$ cat config.mk
export PLATFORM = sky130hd
export DESIGN_NAME = timer_capture_quad_decoder
export DESIGN_NICKNAME = d
export VERILOG_FILES = /design/src/core/unused_placeholder_note.sv /design/src/core/tcqd_pkg.sv /design/src/core/input_debounce.sv /design/src/core/tick_divider.sv /design/src/core/timer_capture_quad_decoder.sv
export SDC_FILE = /design/constraint.sdc
export NUM_CORES = 1
export LEC_CHECK = 0
export BUFFER_PORTS_ARGS = -buffer_cell sky130_fd_sc_hd__buf_2
export CAP_MARGIN = 20
export CORE_UTILIZATION = 30
export DETAILED_ROUTE_END_ITERATION = 8
export PLACE_DENSITY = 0.47
export SKIP_CTS_REPAIR_TIMING = 1
export SLEW_MARGIN = 30
export SYNTH_ARGS = -nofsm -noshare
export SYNTH_HDL_FRONTEND = slang
export SYNTH_SLANG_ARGS = --single-unit
$ cat constraint.sdc
create_clock -name clk_i -period 7.5 [get_ports clk_i]
set_clock_uncertainty 0.2 [all_clocks]
set_input_delay 0 -clock clk_i [delete_from_list [all_inputs] [get_ports clk_i]]
set_output_delay 0 -clock clk_i [all_outputs]
set_load 0.01 [all_outputs]
$ cat src/core/unused_placeholder_note.sv
`timescale 1ns/1ps

$ cat src/core/tcqd_pkg.sv
package tcqd_pkg;

  // ----------------------------------------------------------------------
  // Register indices; the byte address on the bus is four times the index.
  // ----------------------------------------------------------------------
  localparam logic [15:0] IDX_TIMER_CTRL = 16'hA050;
  localparam logic [15:0] IDX_TIMER_FLAGS = 16'hA051;
  localparam logic [15:0] IDX_CAPT_CFG = 16'hA052;
  localparam logic [15:0] IDX_PERIOD_LO = 16'hA054;
  localparam logic [15:0] IDX_PERIOD_HI = 16'hA055;
  localparam logic [15:0] IDX_COMPARE_LO = 16'hA056;
  localparam logic [15:0] IDX_COMPARE_HI = 16'hA057;
  localparam logic [15:0] IDX_CAPT_R_LO = 16'hA060;
  localparam logic [15:0] IDX_CAPT_R_HI = 16'hA061;
  localparam logic [15:0] IDX_CAPT_F_LO = 16'hA062;
  localparam logic [15:0] IDX_CAPT_F_HI = 16'hA063;
  localparam logic [15:0] IDX_QUAD_CFG = 16'hA070;
  localparam logic [15:0] IDX_QUAD_STAT = 16'hA071;
  localparam logic [15:0] IDX_QUAD_IRQ = 16'hA072;
  localparam logic [15:0] IDX_QUAD_CNT_LO = 16'hA074;
  localparam logic [15:0] IDX_QUAD_CNT_HI = 16'hA075;
  localparam logic [15:0] IDX_QUAD_MAX_LO = 16'hA076;
  localparam logic [15:0] IDX_QUAD_MAX_HI = 16'hA077;

  // ----------------------------------------------------------------------
  // Reset values and fixed counts.
  // ----------------------------------------------------------------------
  localparam logic [7:0] BYTE_RESET = 8'h00;
  localparam logic [15:0] WORD_RESET = 16'h0000;
  localparam logic [15:0] QUAD_RELOAD = 16'h8000;
  localparam logic [1:0] DEBOUNCE_PERIODS = 2'h3;

  // Bit positions inside the capture configuration register.
  localparam int CAP_TERM_IRQ_EN = 7;
  localparam int CAP_CMP_IRQ_EN = 6;
  localparam int CAP_COUPLE_EN = 5;
  localparam int CAP_CLR_ON_CAPT = 4;
  localparam int CAP_EXT_RISE_EN = 3;
  localparam int CAP_EXT_FALL_EN = 2;
  localparam int CAP_SW_RISE = 1;
  localparam int CAP_SW_FALL = 0;

  // Bit positions inside the decoder status register.
  localparam int QS_DIR = 7;
  localparam int QS_ERR = 6;
  localparam int QS_TERM = 3;
  localparam int QS_INDEX = 2;
  localparam int QS_DIRCHG = 1;
  localparam int QS_COUNT = 0;

  // Decoder counting modes.
  typedef enum logic [1:0] {
    QM_OFF = 2'h0,
    QM_1X = 2'h1,
    QM_2X = 2'h2,
    QM_4X = 2'h3
  } quad_mode_type;

  // Bus answer states, Gray coded.
  typedef enum logic [1:0] {
    BUS_IDLE = 2'h0,
    BUS_ACK = 2'h1
  } bus_state_type;

  // Hardware set wins over a software write of zero.
  function automatic logic flag_update(input logic old, input logic wr,
                                       input logic wbit, input logic set);
    flag_update = (wr ? (old & wbit) : old) | set;
  endfunction

  // Position of a phase pair along the up sequence 00, 10, 11, 01.
  function automatic logic [1:0] phase_pos(input logic [1:0] ab);
    phase_pos = {ab[0], ab[1] ^ ab[0]};
  endfunction

endpackage

$ cat src/core/input_debounce.sv
`timescale 1ns/1ps

// ------------------------------------------------------------------------
// Three-input filter: a change passes after three stable tick periods.
// ------------------------------------------------------------------------
module input_debounce (
  input wire logic clk_i,
  input wire logic rst_i,
  input wire logic tick_i,
  input wire logic bypass_i,
  input wire logic [2:0] raw_i,
  output logic [2:0] clean_o
);
  import tcqd_pkg::*;

  typedef struct packed {
    logic [2:0] clean;
    logic [2:0][1:0] stable;
  } deb_state_type;

  deb_state_type s; // Current state.
  deb_state_type next_s; // Next state.

  // A glitch shorter than the window restarts the count and never passes.
  always_comb begin
    next_s = s;
    for (int i = 0; i < 3; i++) begin
      if (bypass_i || raw_i[i] == s.clean[i]) begin
        next_s.clean[i] = raw_i[i];
        next_s.stable[i] = 2'h0;
      end else if (tick_i) begin
        if (s.stable[i] + 2'h1 == DEBOUNCE_PERIODS) begin
          next_s.clean[i] = raw_i[i];
          next_s.stable[i] = 2'h0;
        end else begin
          next_s.stable[i] = s.stable[i] + 2'h1;
        end
      end
    end
  end

  // Register the state.
  always_ff @(posedge clk_i) begin
    if (rst_i) begin
      s <= '0;
    end else begin
      s <= next_s;
    end
  end

  assign clean_o = s.clean;
endmodule

$ cat src/core/tick_divider.sv
`timescale 1ns/1ps

// ------------------------------------------------------------------------
// Free running divider: one-cycle tick every (mask + 1) clocks.
// ------------------------------------------------------------------------
module tick_divider (
  input wire logic clk_i,
  input wire logic rst_i,
  input wire logic [7:0] mask_i,
  output logic tick_o
);
  import tcqd_pkg::*;

  typedef struct packed {
    logic [7:0] count;
    logic tick;
  } div_state_type;

  div_state_type s; // Current state.
  div_state_type next_s; // Next state.

  // The mask must be all ones in its low bits, so ticks stay evenly spaced.
  always_comb begin
    next_s = s;
    next_s.count = s.count + 8'h01;
    next_s.tick = ((s.count & mask_i) == mask_i);
  end

  // Register the state.
  always_ff @(posedge clk_i) begin
    if (rst_i) begin
      s <= '0;
    end else begin
      s <= next_s;
    end
  end

  assign tick_o = s.tick;
endmodule

$ cat src/core/timer_capture_quad_decoder.sv
`timescale 1ns/1ps

// Notes on behaviour
// - Timer wraps at period; compare match; buffered values.
// - Terminal and compare flags set; software writes zero.
// - External rising edge captures when enabled.
// - External falling edge captures when enabled.
// - Software rise trigger captures, then self-clears.
// - Software fall trigger captures, then self-clears.
// - All capture sources may act together.
// - Period written high then low; low commits.
// - Period locations read back live timer count.
// - Compare written high then low; low commits.
// - Signed decoder count, reload 0x8000, 15-bit max.
// - Decoder reloads on index or terminal count.
// - Decoder sample rate clock over 4/16/64/256.
// - Direction reversal sets flag, optional interrupt.
// - Terminal at max going up, zero down.
// - Counter readable live; writable only while disabled.
// - Decoder index or terminal can capture timer.
module timer_capture_quad_decoder (
  input wire logic clk_i,
  input wire logic rst_i,
  input wire logic cyc_i,
  input wire logic stb_i,
  input wire logic we_i,
  input wire logic [17:0] adr_i,
  input wire logic [3:0] sel_i,
  input wire logic [31:0] dat_i,
  output logic [31:0] dat_o,
  output logic ack_o,
  input wire logic ext_capture_i,
  input wire logic quad_in_a_i,
  input wire logic quad_in_b_i,
  input wire logic quad_index_i,
  output logic term_count_event_o,
  output logic compare_match_event_o,
  output logic timer_irq_o,
  output logic quad_irq_o
);
  import tcqd_pkg::*;

  // ----------------------------------------------------------------------
  // State of the whole block.
  // ----------------------------------------------------------------------
  typedef struct packed {
    bus_state_type bus;
    logic [7:0] rdata;
    logic timer_en;
    logic [15:0] count;
    logic [15:0] period_act;
    logic [15:0] period_buf;
    logic [7:0] period_hi;
    logic [15:0] compare_act;
    logic [15:0] compare_buf;
    logic [7:0] compare_hi;
    logic term_flag;
    logic compare_flag;
    logic term_pulse;
    logic cmp_pulse;
    logic [7:0] capt_cfg;
    logic [15:0] capt_r;
    logic [15:0] capt_f;
    logic ext_prev;
    logic [7:0] q_cfg;
    logic [7:0] q_stat;
    logic [7:0] q_irq;
    logic [15:0] q_count;
    logic [15:0] q_max;
    logic [1:0] q_prev_ab;
    logic q_prev_idx;
  } core_state_type;

  core_state_type s; // Current state.
  core_state_type next_s; // Next state.

  logic q_tick; // Decoder sample strobe.
  logic deb_tick; // Debounce sample strobe.
  logic [7:0] q_mask; // Decoder divider mask.
  logic [7:0] deb_mask; // Debounce divider mask.
  logic [2:0] clean; // Filtered index, A and B.

  // ----------------------------------------------------------------------
  // Dividers and input filter.
  // ----------------------------------------------------------------------

  // Scale codes 00 to 11 give 4, 16, 64 and 256 clocks per sample.
  always_comb begin
    case (s.q_cfg[5:4])
      2'h0: q_mask = 8'h03;
      2'h1: q_mask = 8'h0F;
      2'h2: q_mask = 8'h3F;
      default: q_mask = 8'hFF;
    endcase
    deb_mask = 8'((9'h001 << s.q_cfg[2:0]) - 9'h001);
  end

  tick_divider quad_div (
    .clk_i(clk_i),
    .rst_i(rst_i),
    .mask_i(q_mask),
    .tick_o(q_tick)
  );

  tick_divider deb_div (
    .clk_i(clk_i),
    .rst_i(rst_i),
    .mask_i(deb_mask),
    .tick_o(deb_tick)
  );

  input_debounce deb (
    .clk_i(clk_i),
    .rst_i(rst_i),
    .tick_i(deb_tick),
    .bypass_i(s.q_cfg[2:0] == 3'h0),
    .raw_i({quad_index_i, quad_in_a_i, quad_in_b_i}),
    .clean_o(clean)
  );

  // ----------------------------------------------------------------------
  // Working signals of the next-state logic.
  // ----------------------------------------------------------------------
  logic [15:0] idx; // Register index from the bus address.
  logic wr; // Write takes effect this edge.
  logic [7:0] wd; // Write data byte.
  logic [1:0] ab; // Phase pair after optional swap.
  logic [1:0] delta; // Phase step along the up sequence.
  logic q_on; // Decoder enabled.
  logic up; // One step up.
  logic dn; // One step down.
  logic step; // Counter moves this sample.
  logic idx_lvl; // Gated index input.
  logic idx_ev; // Index event.
  logic term_ev; // Decoder terminal event.
  logic [15:0] q_nc; // Counter after the step.
  logic [15:0] q_abs; // Magnitude of that value.
  logic cap_r; // Capture into the rise register.
  logic cap_f; // Capture into the fall register.
  logic t_wrap; // Timer reached its period.
  logic t_match; // Timer reached its compare value.

  // ----------------------------------------------------------------------
  // Next-state logic.
  // ----------------------------------------------------------------------
  always_comb begin
    next_s = s;
    idx = adr_i[17:2];
    wd = dat_i[7:0];
    wr = cyc_i && stb_i && we_i && sel_i[0] && (s.bus == BUS_ACK);

    // Decoder sampling; prev_ab tracks even when off so enabling is clean.
    ab = s.q_cfg[3] ? {clean[0], clean[1]} : clean[1:0];
    q_on = (s.q_cfg[7:6] != QM_OFF);
    delta = phase_pos(ab) - phase_pos(s.q_prev_ab);
    up = q_tick && q_on && (delta == 2'h1);
    dn = q_tick && q_on && (delta == 2'h3);
    case (s.q_cfg[7:6])
      QM_4X: step = up || dn;
      QM_2X: step = (up || dn) && (ab[1] == ab[0]);
      QM_1X: step = (up && ab == 2'h0) || (dn && s.q_prev_ab == 2'h0);
      default: step = 1'b0;
    endcase
    idx_lvl = clean[2] && s.q_irq[2];
    if (s.q_cfg[7:6] == QM_1X) begin
      idx_ev = q_tick && idx_lvl && !s.q_prev_idx;
    end else begin
      // The selected transition must coincide with the index level.
      idx_ev = idx_lvl && ((up && s.q_prev_ab == s.q_irq[1:0]) ||
               (dn && ab == s.q_irq[1:0]));
    end
    q_nc = up ? s.q_count + 16'h0001 : s.q_count - 16'h0001;
    q_abs = q_nc[15] ? 16'(-q_nc) : q_nc;
    term_ev = step && (up ? (q_abs == {1'b0, s.q_max[14:0]}) :
              (q_nc == WORD_RESET));
    if (q_tick) begin
      next_s.q_prev_ab = ab;
      next_s.q_prev_idx = idx_lvl;
    end

    // Capture sources are independent and may coincide.
    cap_r = (s.capt_cfg[CAP_EXT_RISE_EN] && ext_capture_i &&
             !s.ext_prev) ||
            (s.capt_cfg[CAP_COUPLE_EN] && (idx_ev || term_ev)) ||
            s.capt_cfg[CAP_SW_RISE];
    cap_f = (s.capt_cfg[CAP_EXT_FALL_EN] && !ext_capture_i &&
             s.ext_prev) ||
            s.capt_cfg[CAP_SW_FALL];
    next_s.ext_prev = ext_capture_i;
    if (cap_r) begin
      next_s.capt_r = s.count;
    end
    if (cap_f) begin
      next_s.capt_f = s.count;
    end
    next_s.capt_cfg[CAP_SW_RISE] = 1'b0;
    next_s.capt_cfg[CAP_SW_FALL] = 1'b0;

    // Timer: wrap at period and load the buffered values at that point.
    t_wrap = s.timer_en && (s.count == s.period_act);
    t_match = s.timer_en && (s.count == s.compare_act);
    if (!s.timer_en) begin
      next_s.period_act = s.period_buf;
      next_s.compare_act = s.compare_buf;
    end else if (t_wrap) begin
      next_s.count = WORD_RESET;
      next_s.period_act = s.period_buf;
      next_s.compare_act = s.compare_buf;
    end else begin
      next_s.count = s.count + 16'h0001;
    end
    if (s.capt_cfg[CAP_CLR_ON_CAPT] && (cap_r || cap_f)) begin
      next_s.count = WORD_RESET;
    end
    next_s.term_pulse = t_wrap;
    next_s.cmp_pulse = t_match;

    // Decoder counter: reload takes priority over the step.
    if ((s.q_stat[4] && idx_ev) || (s.q_stat[5] && term_ev)) begin
      next_s.q_count = QUAD_RELOAD;
    end else if (step) begin
      next_s.q_count = q_nc;
    end
    if (up) begin
      next_s.q_stat[QS_DIR] = 1'b1;
    end else if (dn) begin
      next_s.q_stat[QS_DIR] = 1'b0;
    end

    // Register writes; hardware-set flags win over software clears.
    next_s.term_flag = flag_update(s.term_flag,
      wr && idx == IDX_TIMER_FLAGS, wd[1], t_wrap);
    next_s.compare_flag = flag_update(s.compare_flag,
      wr && idx == IDX_TIMER_FLAGS, wd[0], t_match);
    next_s.q_stat[QS_ERR] = flag_update(s.q_stat[QS_ERR],
      wr && idx == IDX_QUAD_STAT, wd[QS_ERR],
      q_tick && q_on && delta == 2'h2);
    next_s.q_stat[QS_TERM] = flag_update(s.q_stat[QS_TERM],
      wr && idx == IDX_QUAD_STAT, wd[QS_TERM], term_ev);
    next_s.q_stat[QS_INDEX] = flag_update(s.q_stat[QS_INDEX],
      wr && idx == IDX_QUAD_STAT, wd[QS_INDEX], idx_ev);
    next_s.q_stat[QS_DIRCHG] = flag_update(s.q_stat[QS_DIRCHG],
      wr && idx == IDX_QUAD_STAT, wd[QS_DIRCHG],
      (up && !s.q_stat[QS_DIR]) || (dn && s.q_stat[QS_DIR]));
    next_s.q_stat[QS_COUNT] = flag_update(s.q_stat[QS_COUNT],
      wr && idx == IDX_QUAD_STAT, wd[QS_COUNT], step);
    if (wr) begin
      case (idx)
        IDX_TIMER_CTRL: next_s.timer_en = wd[0];
        IDX_CAPT_CFG: next_s.capt_cfg = wd | (s.capt_cfg & 8'h03);
        IDX_PERIOD_HI: next_s.period_hi = wd;
        IDX_PERIOD_LO: next_s.period_buf = {s.period_hi, wd};
        IDX_COMPARE_HI: next_s.compare_hi = wd;
        IDX_COMPARE_LO: next_s.compare_buf = {s.compare_hi, wd};
        IDX_QUAD_CFG: next_s.q_cfg = wd;
        IDX_QUAD_STAT: next_s.q_stat[5:4] = wd[5:4];
        IDX_QUAD_IRQ: next_s.q_irq = wd;
        IDX_QUAD_CNT_LO: begin
          if (!q_on) begin
            next_s.q_count[7:0] = wd;
          end
        end
        IDX_QUAD_CNT_HI: begin
          if (!q_on) begin
            next_s.q_count[15:8] = wd;
          end
        end
        IDX_QUAD_MAX_LO: next_s.q_max[7:0] = wd;
        IDX_QUAD_MAX_HI: next_s.q_max[15:8] = wd;
        default: begin
        end
      endcase
    end

    // Bus answer: data is latched with the acknowledge, one cycle later.
    case (s.bus)
      BUS_IDLE: begin
        if (cyc_i && stb_i) begin
          next_s.bus = BUS_ACK;
          case (idx)
            IDX_TIMER_CTRL: next_s.rdata = {7'h00, s.timer_en};
            IDX_TIMER_FLAGS: next_s.rdata =
              {6'h00, s.term_flag, s.compare_flag};
            IDX_CAPT_CFG: next_s.rdata = s.capt_cfg;
            IDX_PERIOD_LO: next_s.rdata = s.count[7:0];
            IDX_PERIOD_HI: next_s.rdata = s.count[15:8];
            IDX_COMPARE_LO: next_s.rdata = s.compare_buf[7:0];
            IDX_COMPARE_HI: next_s.rdata = s.compare_buf[15:8];
            IDX_CAPT_R_LO: next_s.rdata = s.capt_r[7:0];
            IDX_CAPT_R_HI: next_s.rdata = s.capt_r[15:8];
            IDX_CAPT_F_LO: next_s.rdata = s.capt_f[7:0];
            IDX_CAPT_F_HI: next_s.rdata = s.capt_f[15:8];
            IDX_QUAD_CFG: next_s.rdata = s.q_cfg;
            IDX_QUAD_STAT: next_s.rdata = s.q_stat;
            IDX_QUAD_IRQ: next_s.rdata = s.q_irq;
            IDX_QUAD_CNT_LO: next_s.rdata = s.q_count[7:0];
            IDX_QUAD_CNT_HI: next_s.rdata = s.q_count[15:8];
            IDX_QUAD_MAX_LO: next_s.rdata = s.q_max[7:0];
            IDX_QUAD_MAX_HI: next_s.rdata = s.q_max[15:8];
            default: next_s.rdata = BYTE_RESET;
          endcase
        end
      end
      BUS_ACK: next_s.bus = BUS_IDLE;
      default: next_s.bus = BUS_IDLE;
    endcase
  end

  // ----------------------------------------------------------------------
  // State register.
  // ----------------------------------------------------------------------
  always_ff @(posedge clk_i) begin
    if (rst_i) begin
      s <= '0;
    end else begin
      s <= next_s;
    end
  end

  // ----------------------------------------------------------------------
  // Outputs.
  // ----------------------------------------------------------------------
  assign ack_o = (s.bus == BUS_ACK);
  assign dat_o = {24'h000000, s.rdata};
  assign term_count_event_o = s.term_pulse;
  assign compare_match_event_o = s.cmp_pulse;
  assign timer_irq_o = (s.capt_cfg[CAP_TERM_IRQ_EN] && s.term_flag) ||
                       (s.capt_cfg[CAP_CMP_IRQ_EN] && s.compare_flag);
  assign quad_irq_o = |(s.q_irq[7:3] & {s.q_stat[QS_TERM],
                        s.q_stat[QS_INDEX], s.q_stat[QS_DIRCHG],
                        s.q_stat[QS_COUNT], s.q_stat[QS_ERR]});
endmodule

==> results of run 1 <==
## metal layers
layer	track usage, %	routed length (µm)	vias up
met2	31.4	19200	285
met1	28.0	20300	5386
li1	-	-	5493
met5	0	0	-
met3	2.76	2190	54
met4	4.91	912	0
## registers in the layout, summed over array words and instances (netlist names), 3 cells and up
name / count
s: 200
quad_div.s: 8
deb.clean_o: 3
deb.s: 6
dat_o: 8
deb_div.s: 7
## stage by stage
stage          setup slack (ps)  cell area [µm²]  cells
2_1_floorplan              1360            12600   1575
3_3_place_gp                549            13100   2048
3_5_place_dp                534            13200   2049
4_1_cts                     508            14100   2098
5_1_grt                    79.8            14400   2124
6_report                    476            14400   2124
## how the worst max path moves through the flow
stage / startpoint / to / slack, ps / depth (start not counted)
4_1_cts: s[54] / s[91] / 510 / 21
6_report: s[54] / s[91] / 480 / 21
3_3_place_gp: s[54] / s[199] / 550 / 22
5_1_grt: s[54] / s[195] / 80 / 23
3_5_place_dp: s[54] / s[196] / 530 / 22
2_1_floorplan: s[54] / s[190] / 1360 / 21
## cells by family (layout without fill, tap and decap cells)
kind of cell / after synthesis / in the layout / share of synthesized area [%]
compound gates: 383 / 383 / 19.5
xor+xnor: 96 / 96 / 7.53
fa+ha+maj: 25 / 25 / 2.53
buf+inv: 157 / 174 / 5.78
flops: 236 / 236 / 37.7
mux: 64 / 64 / 5.32
other cells: 1 / 24 / 0.0299
simple gates: 590 / 590 / 21.7
## report_power, final
part | total (mW) | leakage (nW) | internal (mW) | switching [mW]
clock | 1.47 | 0.489 | 0.906 | 0.562
combinational | 0.0994 | 3.20 | 0.0293 | 0.0701
sequential | 1.26 | 1.90 | 1.26 | 0.00551
total | 2.83 | 5.59 | 2.19 | 0.638
## cell type report
| cell class | instances | area (µm²) |
|---|---|---|
| Inverter | 28 | 105 |
| Tap cell | 532 | 666 |
| Clock buffer | 40 | 837 |
| Multi-Input combinational cell | 1182 | 7240 |
| Clock inverter | 9 | 149 |
| Fill cell | 4312 | 26600 |
| Timing Repair Buffer | 97 | 688 |
| Sequential cell | 236 | 4720 |
## worst max-delay path, delay by kind of cell, from the launching register on
family	cells	cell delay, ps
buffers and inverters	4	860
xor gates and xnor gates	3	990
and+or+nand+nor	3	1290
adders and majority gates	3	800
DFF	1	530
AOI/OAI and AO/OA	7	1850
muxes	1	410
## cell usage in the layout (no fill, tap or decap), types with 24 or more instances in the layout
| cell type | instances |
|---|---|
| xnor2_1 | 36 |
| nand2_1 | 254 |
| o21ai_0 | 71 |
| buf_2 | 45 |
| mux2i_1 | 61 |
| nor3_1 | 28 |
| conb_1 | 24 |
| a21oi_1 | 154 |
| xor2_1 | 52 |
| dlygate4sd3_1 | 26 |
| buf_4 | 24 |
| nand3_1 | 53 |
| dfxtp_1 | 236 |
| clkbuf_16 | 29 |
| inv_1 | 27 |
| nor2_1 | 128 |
==> flow_summary.yaml, run 1 <==
yosys:
  synth_commonest_cells: "255 x nand2_1, 236 x dfxtp_1, 154 x a21oi_1"
  synthCells: 1552
  ys_warn_count: 0
  syn_area_per_cell_um2: 8.08
  yosys.cell_count.top_type: "nand2_1"
  synth_area_mm2: 0.0125
  ys.flop_type: "dfxtp_1"
  async_flop_share_pct: 0
  post-synth-top-area-fraction_pct: 37.7
  synth_edf_count: 0
  yosysTopAreaCell: "dfxtp_1"
  ys_seq_area_share_pct: 37.7
  ys_ff_latch: 236
  synth.distinct_cells: 82
  ys_top_cells_by_area: "dfxtp_1 38%, nand2_1 7.6%, a21oi_1 6.1%, mux2i_1 4.9%, nor2_1 3.9%"
drt:
  vias: 11200
  drt_iter0_markers: 962
  wl_per_cell_um: 20.1
  drt-total-wl_um: 42600
  dr.pass1.iters: 7
  antenna_left: 0
  routed_via_density: 5.28
  drc_errors: 3
die:
  die-area_mm2: 0.0426
  die_w_um: 206
  fp.coreArea_mm2: 0.0410
  ioPinCount: 100
  start_util_pct: 30.6
  rows: 74
  die_h_um: 206
cts:
  path_clk_slew_ps: 60
  h-tree-depth: 1
  cts_sinks: 236
  cts_tree: "done"
  worst_skew_pair.late_latency_ps: 550
  cts_root_buf: "clkbuf_16"
  cts_inserted_buffers: 28
  clock_path_buffers: 3
place:
  port_buffers: 46
  finalWeightedCongestion: 0.860
  hpwl_um: 29500
hold_path:
  min_to: "s[200]"
  hold_depth: 6
  hold_path_class: "input pin to register"
  min-delay-start: "adr_i[4]"
grt:
  grt_pass1_vias: 10500
  grt_pass1_wl_um: 64600
  grt_use_total_pct: 19.8
  grt-ovfl-total: 0
  grt_start_max_net_pins: 90
  antenna_found_initial: 0
sta:
  rsz0062_at_grt: "no"
  slew_headroom_pct: 35.4
  period_share_pct: 93.6
  finalMaxSlewViolations: 0
  fin_hold_ws_ps: -34.9
  fin_crit_ps: 7020
  finalHoldViolCount: 1
  setup_viol_count_final: 0
  fmax_mhz: 142
  tightest_slew_ps: 964
  finalSetupTns_ps: 0
power:
  ir_drop_uv: 164
  p_total_mw: 2.83
  p_leak_nw: 5.59
  power_density_mw_per_mm2: 196
worst_setup_path:
  cp.arrival_ps: 7290
  worstRegToRegCells: 21
  r2r_slack_ps: 480
  rr_startpoint: "s[54]"
  start_kind: "register"
  slowest_stage: "o41ai_1"
  end_kind: "register"
  path_class: "register to register"
  cpPeakStageDelay_ps: 660
  cp_cell_sequence: "mux2i_4, ha_1, inv_1, ha_1, xnor2_1, xnor2_2, nand2_1, buf_4, ha_1, a21oi_1, o21ai_0, o41ai_1, xor2_1, a41oi_1, or3_1, a222oi_1, buf_4, a31oi_2, buf_4, or3b_2, a21oi_1"
  timing.rr.end: "s[91]"
  worstPathRequired_ps: 7770
  critPathMaxFanout: 33
finish:
  n_antenna_cell: 0
  syn2layout_area_growth_pct: 14.9
  layout-drive-gt1-share_pct: 9.17
  nNetsFinal: 1660
  final_util_pct: 35.1
run:
  drv_cap: 0
status:
  outcome: "finished, violations left"
  violations: "design-rule violations, negative hold slack"
No activity file was read; power rests on OpenSTA's default activity.
==> inputs of run 2 (changes only) <==
- ABC_AREA: unset -> 1
- clock period: 7.5 -> 8 ns (I/O delays scaled with it)
==> run 2 against run 1 <==
The run ends with negative hold slack left. First-iteration DRC count fell by 14%. Global-route usage shrank 0.61 points. Total power shrank 7.3%. Critical path depth grew 12. Sequential cell count is the same. Sequential share of layout area down 0.12 points. Wire length about the same. Core utilization is 0.65 points lower. Cell area up 0.38%. Sequential power decreased by 6%. Critical endpoint is now s[80].
==> flow_summary.yaml, run 2 <==
finish:
  mostFrequentLayoutCell: "nand2_1"
  nNetsFinal: 1951
  layoutNonFillerInstCount: 2428
  syn2layout_area_growth_pct: 13.5
  layout-drive-gt1-share_pct: 8.85
  multiInputGateArea_mm2: 0.00656
  fillCellCount: 4507
  regMostFlops: "s"
  layout_common_cells: "303 x nand2_1, 249 x inv_1, 236 x dfxtp_1"
  regArea_mm2: 0.00472
  largest_reg_flops: 200
cts:
  cts_sinks: 236
  path_clk_slew_ps: 60
  clock_path_buffers: 3
  cts_tree: "done"
  cts_root_buf: "clkbuf_16"
  worst_skew_pair.late_latency_ps: 560
  cts_inserted_buffers: 28
  h-tree-depth: 1
drt:
  dr.pass1.iters: 7
  drc_errors: 0
  antenna_left: 0
  vias: 12100
  routed_via_density: 4.96
  drt_iter0_markers: 829
  drt-total-wl_um: 42600
  wl_per_cell_um: 17.5
status:
  outcome: "finished, violations left"
  violations: "negative hold slack"
sta:
  finalSetupTns_ps: 0
  finalHoldViolCount: 2
  fin_crit_ps: 5490
  fmax_mhz: 182
  fin_hold_ws_ps: -23.2
  setup_viol_count_final: 0
  finalMaxSlewViolations: 0
  slew_headroom_pct: 39.4
  period_share_pct: 68.6
  tightest_slew_ps: 906
  postLayoutSetupSlackWorst_ps: 2510
  rsz0062_at_grt: "no"
worst_setup_path:
  critical_path.most_common_cell: "nand2_1"
  cpPeakStageDelay_ps: 520
  start_kind: "register"
  timing.rr.end: "s[80]"
  worstRegToRegCells: 33
  cp.arrival_ps: 5740
  end_kind: "register"
  rr_startpoint: "deb.clean_o[0]"
  slowest_stage: "ha_1"
  worstPathRequired_ps: 8250
  critPathMaxFanout: 18
  path_class: "register to register"
  r2r_slack_ps: 2510
  crit_start: "deb.clean_o[0]"
place:
  hpwl_um: 30500
  place_ws_ps: 2470
  port_buffers: 46
  finalWeightedCongestion: 0.874
  numPlacedInstances: 2348
power:
  ir_drop_uv: 138
  p_leak_nw: 5.96
  power_density_mw_per_mm2: 181
yosys:
  syn_area_per_cell_um2: 6.92
  async_flop_share_pct: 0
  synthCells: 1841
  synth.distinct_cells: 48
  synth_area_mm2: 0.0127
  yosysTopAreaCell: "dfxtp_1"
  yosys.cell_count.top_type: "nand2_1"
  synth_edf_count: 0
  ys_warn_count: 0
  synth_commonest_cells: "304 x nand2_1, 250 x inv_1, 236 x dfxtp_1"
  post-synth-top-area-fraction_pct: 37.1
  ys_top_cells_by_area: "dfxtp_1 37%, nand2_1 9.0%, inv_1 7.4%, nor2_1 6.2%, o21ai_0 5.5%"
  ys_ff_latch: 236
  ys.flop_type: "dfxtp_1"
  ys_seq_area_share_pct: 37.1
grt:
  grt-ovfl-total: 0
  grt_start_max_net_pins: 70
  grt_pass1_vias: 11100
  antenna_found_initial: 3
  grt_pass1_wl_um: 64600
  grt_use_total_pct: 19.2
hold_path:
  min-delay-start: "adr_i[6]"
  min_to: "s[200]"
  hold_depth: 7
  hold_path_class: "input pin to register"
die:
  die_h_um: 208
  fp.coreArea_mm2: 0.0419
  rows: 75
  start_util_pct: 30.4
  die_w_um: 208
  die-area_mm2: 0.0433
  ioPinCount: 100
run:
  drv_cap: 0
-- run 2: changes by cell type in the layout (fill, tap and decap cells not counted), moves of 23 or more --
cell and change:
a211oi_1 +49, nand2_1 +49, a21oi_1 -25, nor2_1 +84, nand3_1 +32, inv_1 +222
o22ai_1 +33, mux2i_1 -61, a22oi_1 -23, xnor2_1 -33, o21ai_0 +70
-- run 2: kinds of logic (layout without fill, tap and decap cells) --
family                     count (synthesis)  count (layout)  share of synthesized area, %
AOI/OAI and AO/OA                        442             442                          20.4
xor gates and xnor gates                  43              43                          2.96
adders and majority gates                 24              24                          2.42
buffers and inverters                    372             394                          12.3
DFF                                      236             236                          37.1
other                                      1              27                        0.0294
and+or+nand+nor                          723             723                          24.8
-- run 2: worst max-delay path by stage --
stage | endpoint | slack, ps | cells past startpoint
after global placement | s[79] | 2530 | 33
final | s[80] | 2510 | 33
after detailed placement | s[80] | 2470 | 32
after global routing | s[77] | 1860 | 36
after floorplan | s[196] | 3600 | 35
after CTS | s[80] | 2450 | 32
-- run 2: metal layers --
metal / track usage [%] / part of all wire [%]
met3: 2.17 / 4.3
met1: 25.9 / 47
met2: 31.5 / 46
met5: 0 / 0
met4: 7.02 / 3.4
-- run 2: worst max-delay path: cells and delay by family (launching register included) --
family,cells,cell delay [ps]
AO/OA/AOI/OAI,1,160
adder cells (fa/ha/maj),3,1210
buffers and inverters,3,300
flip-flops,1,380
AND/OR/NAND/NOR,26,3110
-- run 2: report_power, final --
| part | total, mW | internal (mW) | switching (mW) |
|---|---|---|---|
| clock network | 1.34 | 0.816 | 0.523 |
| registers | 1.18 | 1.18 | 0.00388 |
| logic | 0.102 | 0.0279 | 0.0745 |
-- run 2: area by class of cell --
type / count / area share, %
multi-input cells: 1256 / 45.4
flip-flops and latches: 236 / 32.7
inverters: 264 / 6.89
clock buffers: 36 / 5.41
well taps: 539 / 4.66
repair buffers: 78 / 3.70
clock inverters: 16 / 1.27
diodes: 3 / 0.0519
-- run 2: stage by stage --
step | power [mW] | utilization (%) | hold WS [ps] | instance area, µm²
after floorplan | 1.28 | - | -68.3 | 12800
after global placement | 1.30 | 31.5 | 51.7 | 13200
after detailed placement | 1.30 | 31.6 | 59.9 | 13200
after CTS | 2.65 | 33.9 | -518 | 14200
after global routing | 2.71 | 34.5 | 27.1 | 14500
final | 2.63 | 34.5 | -23.2 | 14500
==> inputs of run 3 (changes only) <==
- clock period: 8 -> 5.39 ns (I/O delays scaled with it)
==> run 3 against run 2 <==
The run still ends with negative hold slack left. Sequential power is 49% higher. Clock power is 49% higher. Critical endpoint is now s[91]. Sequential cell count stayed put.
==> flow_summary.yaml, run 3 (synthesized netlist as in run 2, its figures left out) <==
status:
  outcome: "finished, violations left"
  violations: "negative hold slack"
die:
  fp.coreArea_mm2: 0.0419
  die_h_um: 208
  die_w_um: 208
  ioPinCount: 100
  rows: 75
  die-area_mm2: 0.0433
  start_util_pct: 30.4
grt:
  top_usage_layer: "met2"
  grt_use_total_pct: 19.2
  grt_pass1_wl_um: 65000
  use_met2_pct: 32.2
  grt_pass1_vias: 11200
  antenna_found_initial: 1
  grt-ovfl-total: 0
  grt_use_met3_pct: 2.54
  grt_use_met1_pct: 25.5
  grt_start_max_net_pins: 71
worst_setup_path:
  critPathTopFamily: "simple AND/OR/NAND/NOR gates"
  cpPeakStageDelay_ps: 370
  critPathMaxFanout: 18
  crit_buf_inv: 5
  critical_path.most_common_cell: "nand2_1"
  slowest_stage: "dfxtp_2"
  path_class: "register to register"
  start_kind: "register"
  worstPathRequired_ps: 5620
  cp.arrival_ps: 5120
  end_kind: "register"
cts:
  cts_root_buf: "clkbuf_16"
  h-tree-depth: 1
  cts_sinks: 236
  clock_path_buffers: 3
  worst_skew_pair.late_latency_ps: 550
  cts_tree: "done"
  cts_inserted_buffers: 28
  path_clk_slew_ps: 60
sta:
  period_share_pct: 90.7
  finalHoldViolCount: 2
  slew_headroom_pct: 43.0
  setup_viol_count_final: 0
  finalMaxSlewViolations: 0
  fmax_mhz: 205
  postLayoutSetupSlackWorst_ps: 502
  fin_hold_ws_ps: -15.3
  finalSetupTns_ps: 0
  fin_crit_ps: 4890
  tightest_slew_ps: 852
finish:
  largest_reg_flops: 200
  regArea_mm2: 0.00473
  nNetsFinal: 1965
  layout_common_cells: "294 x nand2_1, 249 x inv_1, 234 x dfxtp_1"
  mostFrequentLayoutCell: "nand2_1"
  layout-drive-gt1-share_pct: 10.2
  regMostFlops: "s"
  layoutNonFillerInstCount: 2438
  final_util_pct: 34.9
  syn2layout_area_growth_pct: 15.0
  fillCellCount: 4506
  multiInputGateArea_mm2: 0.00663
drt:
  vias: 12100
  antenna_left: 0
  dr.pass1.iters: 5
  routed_via_density: 4.94
  wl_per_cell_um: 17.4
  drt_iter0_markers: 829
  drc_errors: 0
  drt-total-wl_um: 42400
power:
  power_density_mw_per_mm2: 267
  ir_drop_uv: 193
  p_leak_nw: 6.03
place:
  finalWeightedCongestion: 0.900
  port_buffers: 46
  numPlacedInstances: 2361
  hpwl_um: 30800
  place_ws_ps: 301
hold_path:
  hold_path_class: "input pin to register"
run:
  drv_cap: 0
-- run 3: cell count changes in the layout (fill, tap and decap cells not counted), sizes merged --
cell         before  now
nand2           323  325
clkinvlp          0    2
buf              53   66
diode             3    1
clkinv           14    5
clkbuf           36   41
dlygate4sd3      25   24
-- run 3: per-layer routing --
layer  vias up  routed length (µm)  part of all wire, %
met2       276               19500                   46
met4         0                1160                  2.7
met1      5551               20000                   47
li1       6147                   -                    -
met3        76                1720                  4.1
met5         -                   0                    0
-- run 3: worst paths after layout --
check	to	from	slack (ps)	cells past startpoint
max	s[91]	s[54]	500	34
min	dat_o[1]	adr_i[2]	-20	7
max reg2reg	s[91]	s[54]	500	34
min reg2reg	quad_div.s[1]	quad_div.s[1]	250	1
-- run 3: stage by stage --
stage	area, µm²	power (mW)
2_1_floorplan	12800	1.89
3_3_place_gp	13300	1.93
3_5_place_dp	13400	1.93
4_1_cts	14300	3.94
5_1_grt	14600	4.04
6_report	14600	3.91
-- run 3: tightest hold or removal path: cells and delay by family --
| kind | cells | cell delay (ps) |
|---|---|---|
| compound gates | 1 | 50 |
| buf+inv | 1 | 130 |
| simple gates | 5 | 490 |
-- run 3: layout make-up --
type | count | area share [%]
Antenna cell | 1 | 0.0171
Multi-Input combinational cell | 1258 | 45.3
Tap cell | 539 | 4.60
Clock buffer | 41 | 5.60
Clock inverter | 9 | 1.03
Timing Repair Buffer | 90 | 4.42
Inverter | 264 | 6.80
Sequential cell | 236 | 32.3
-- run 3: where the power goes --
group | internal [mW] | total (mW) | leakage (nW) | switching (mW)
Sequential | 1.75 | 1.76 | 1.90 | 0.00571
Clock | 1.24 | 2.00 | 0.470 | 0.763
Combinational | 0.0417 | 0.150 | 3.66 | 0.108
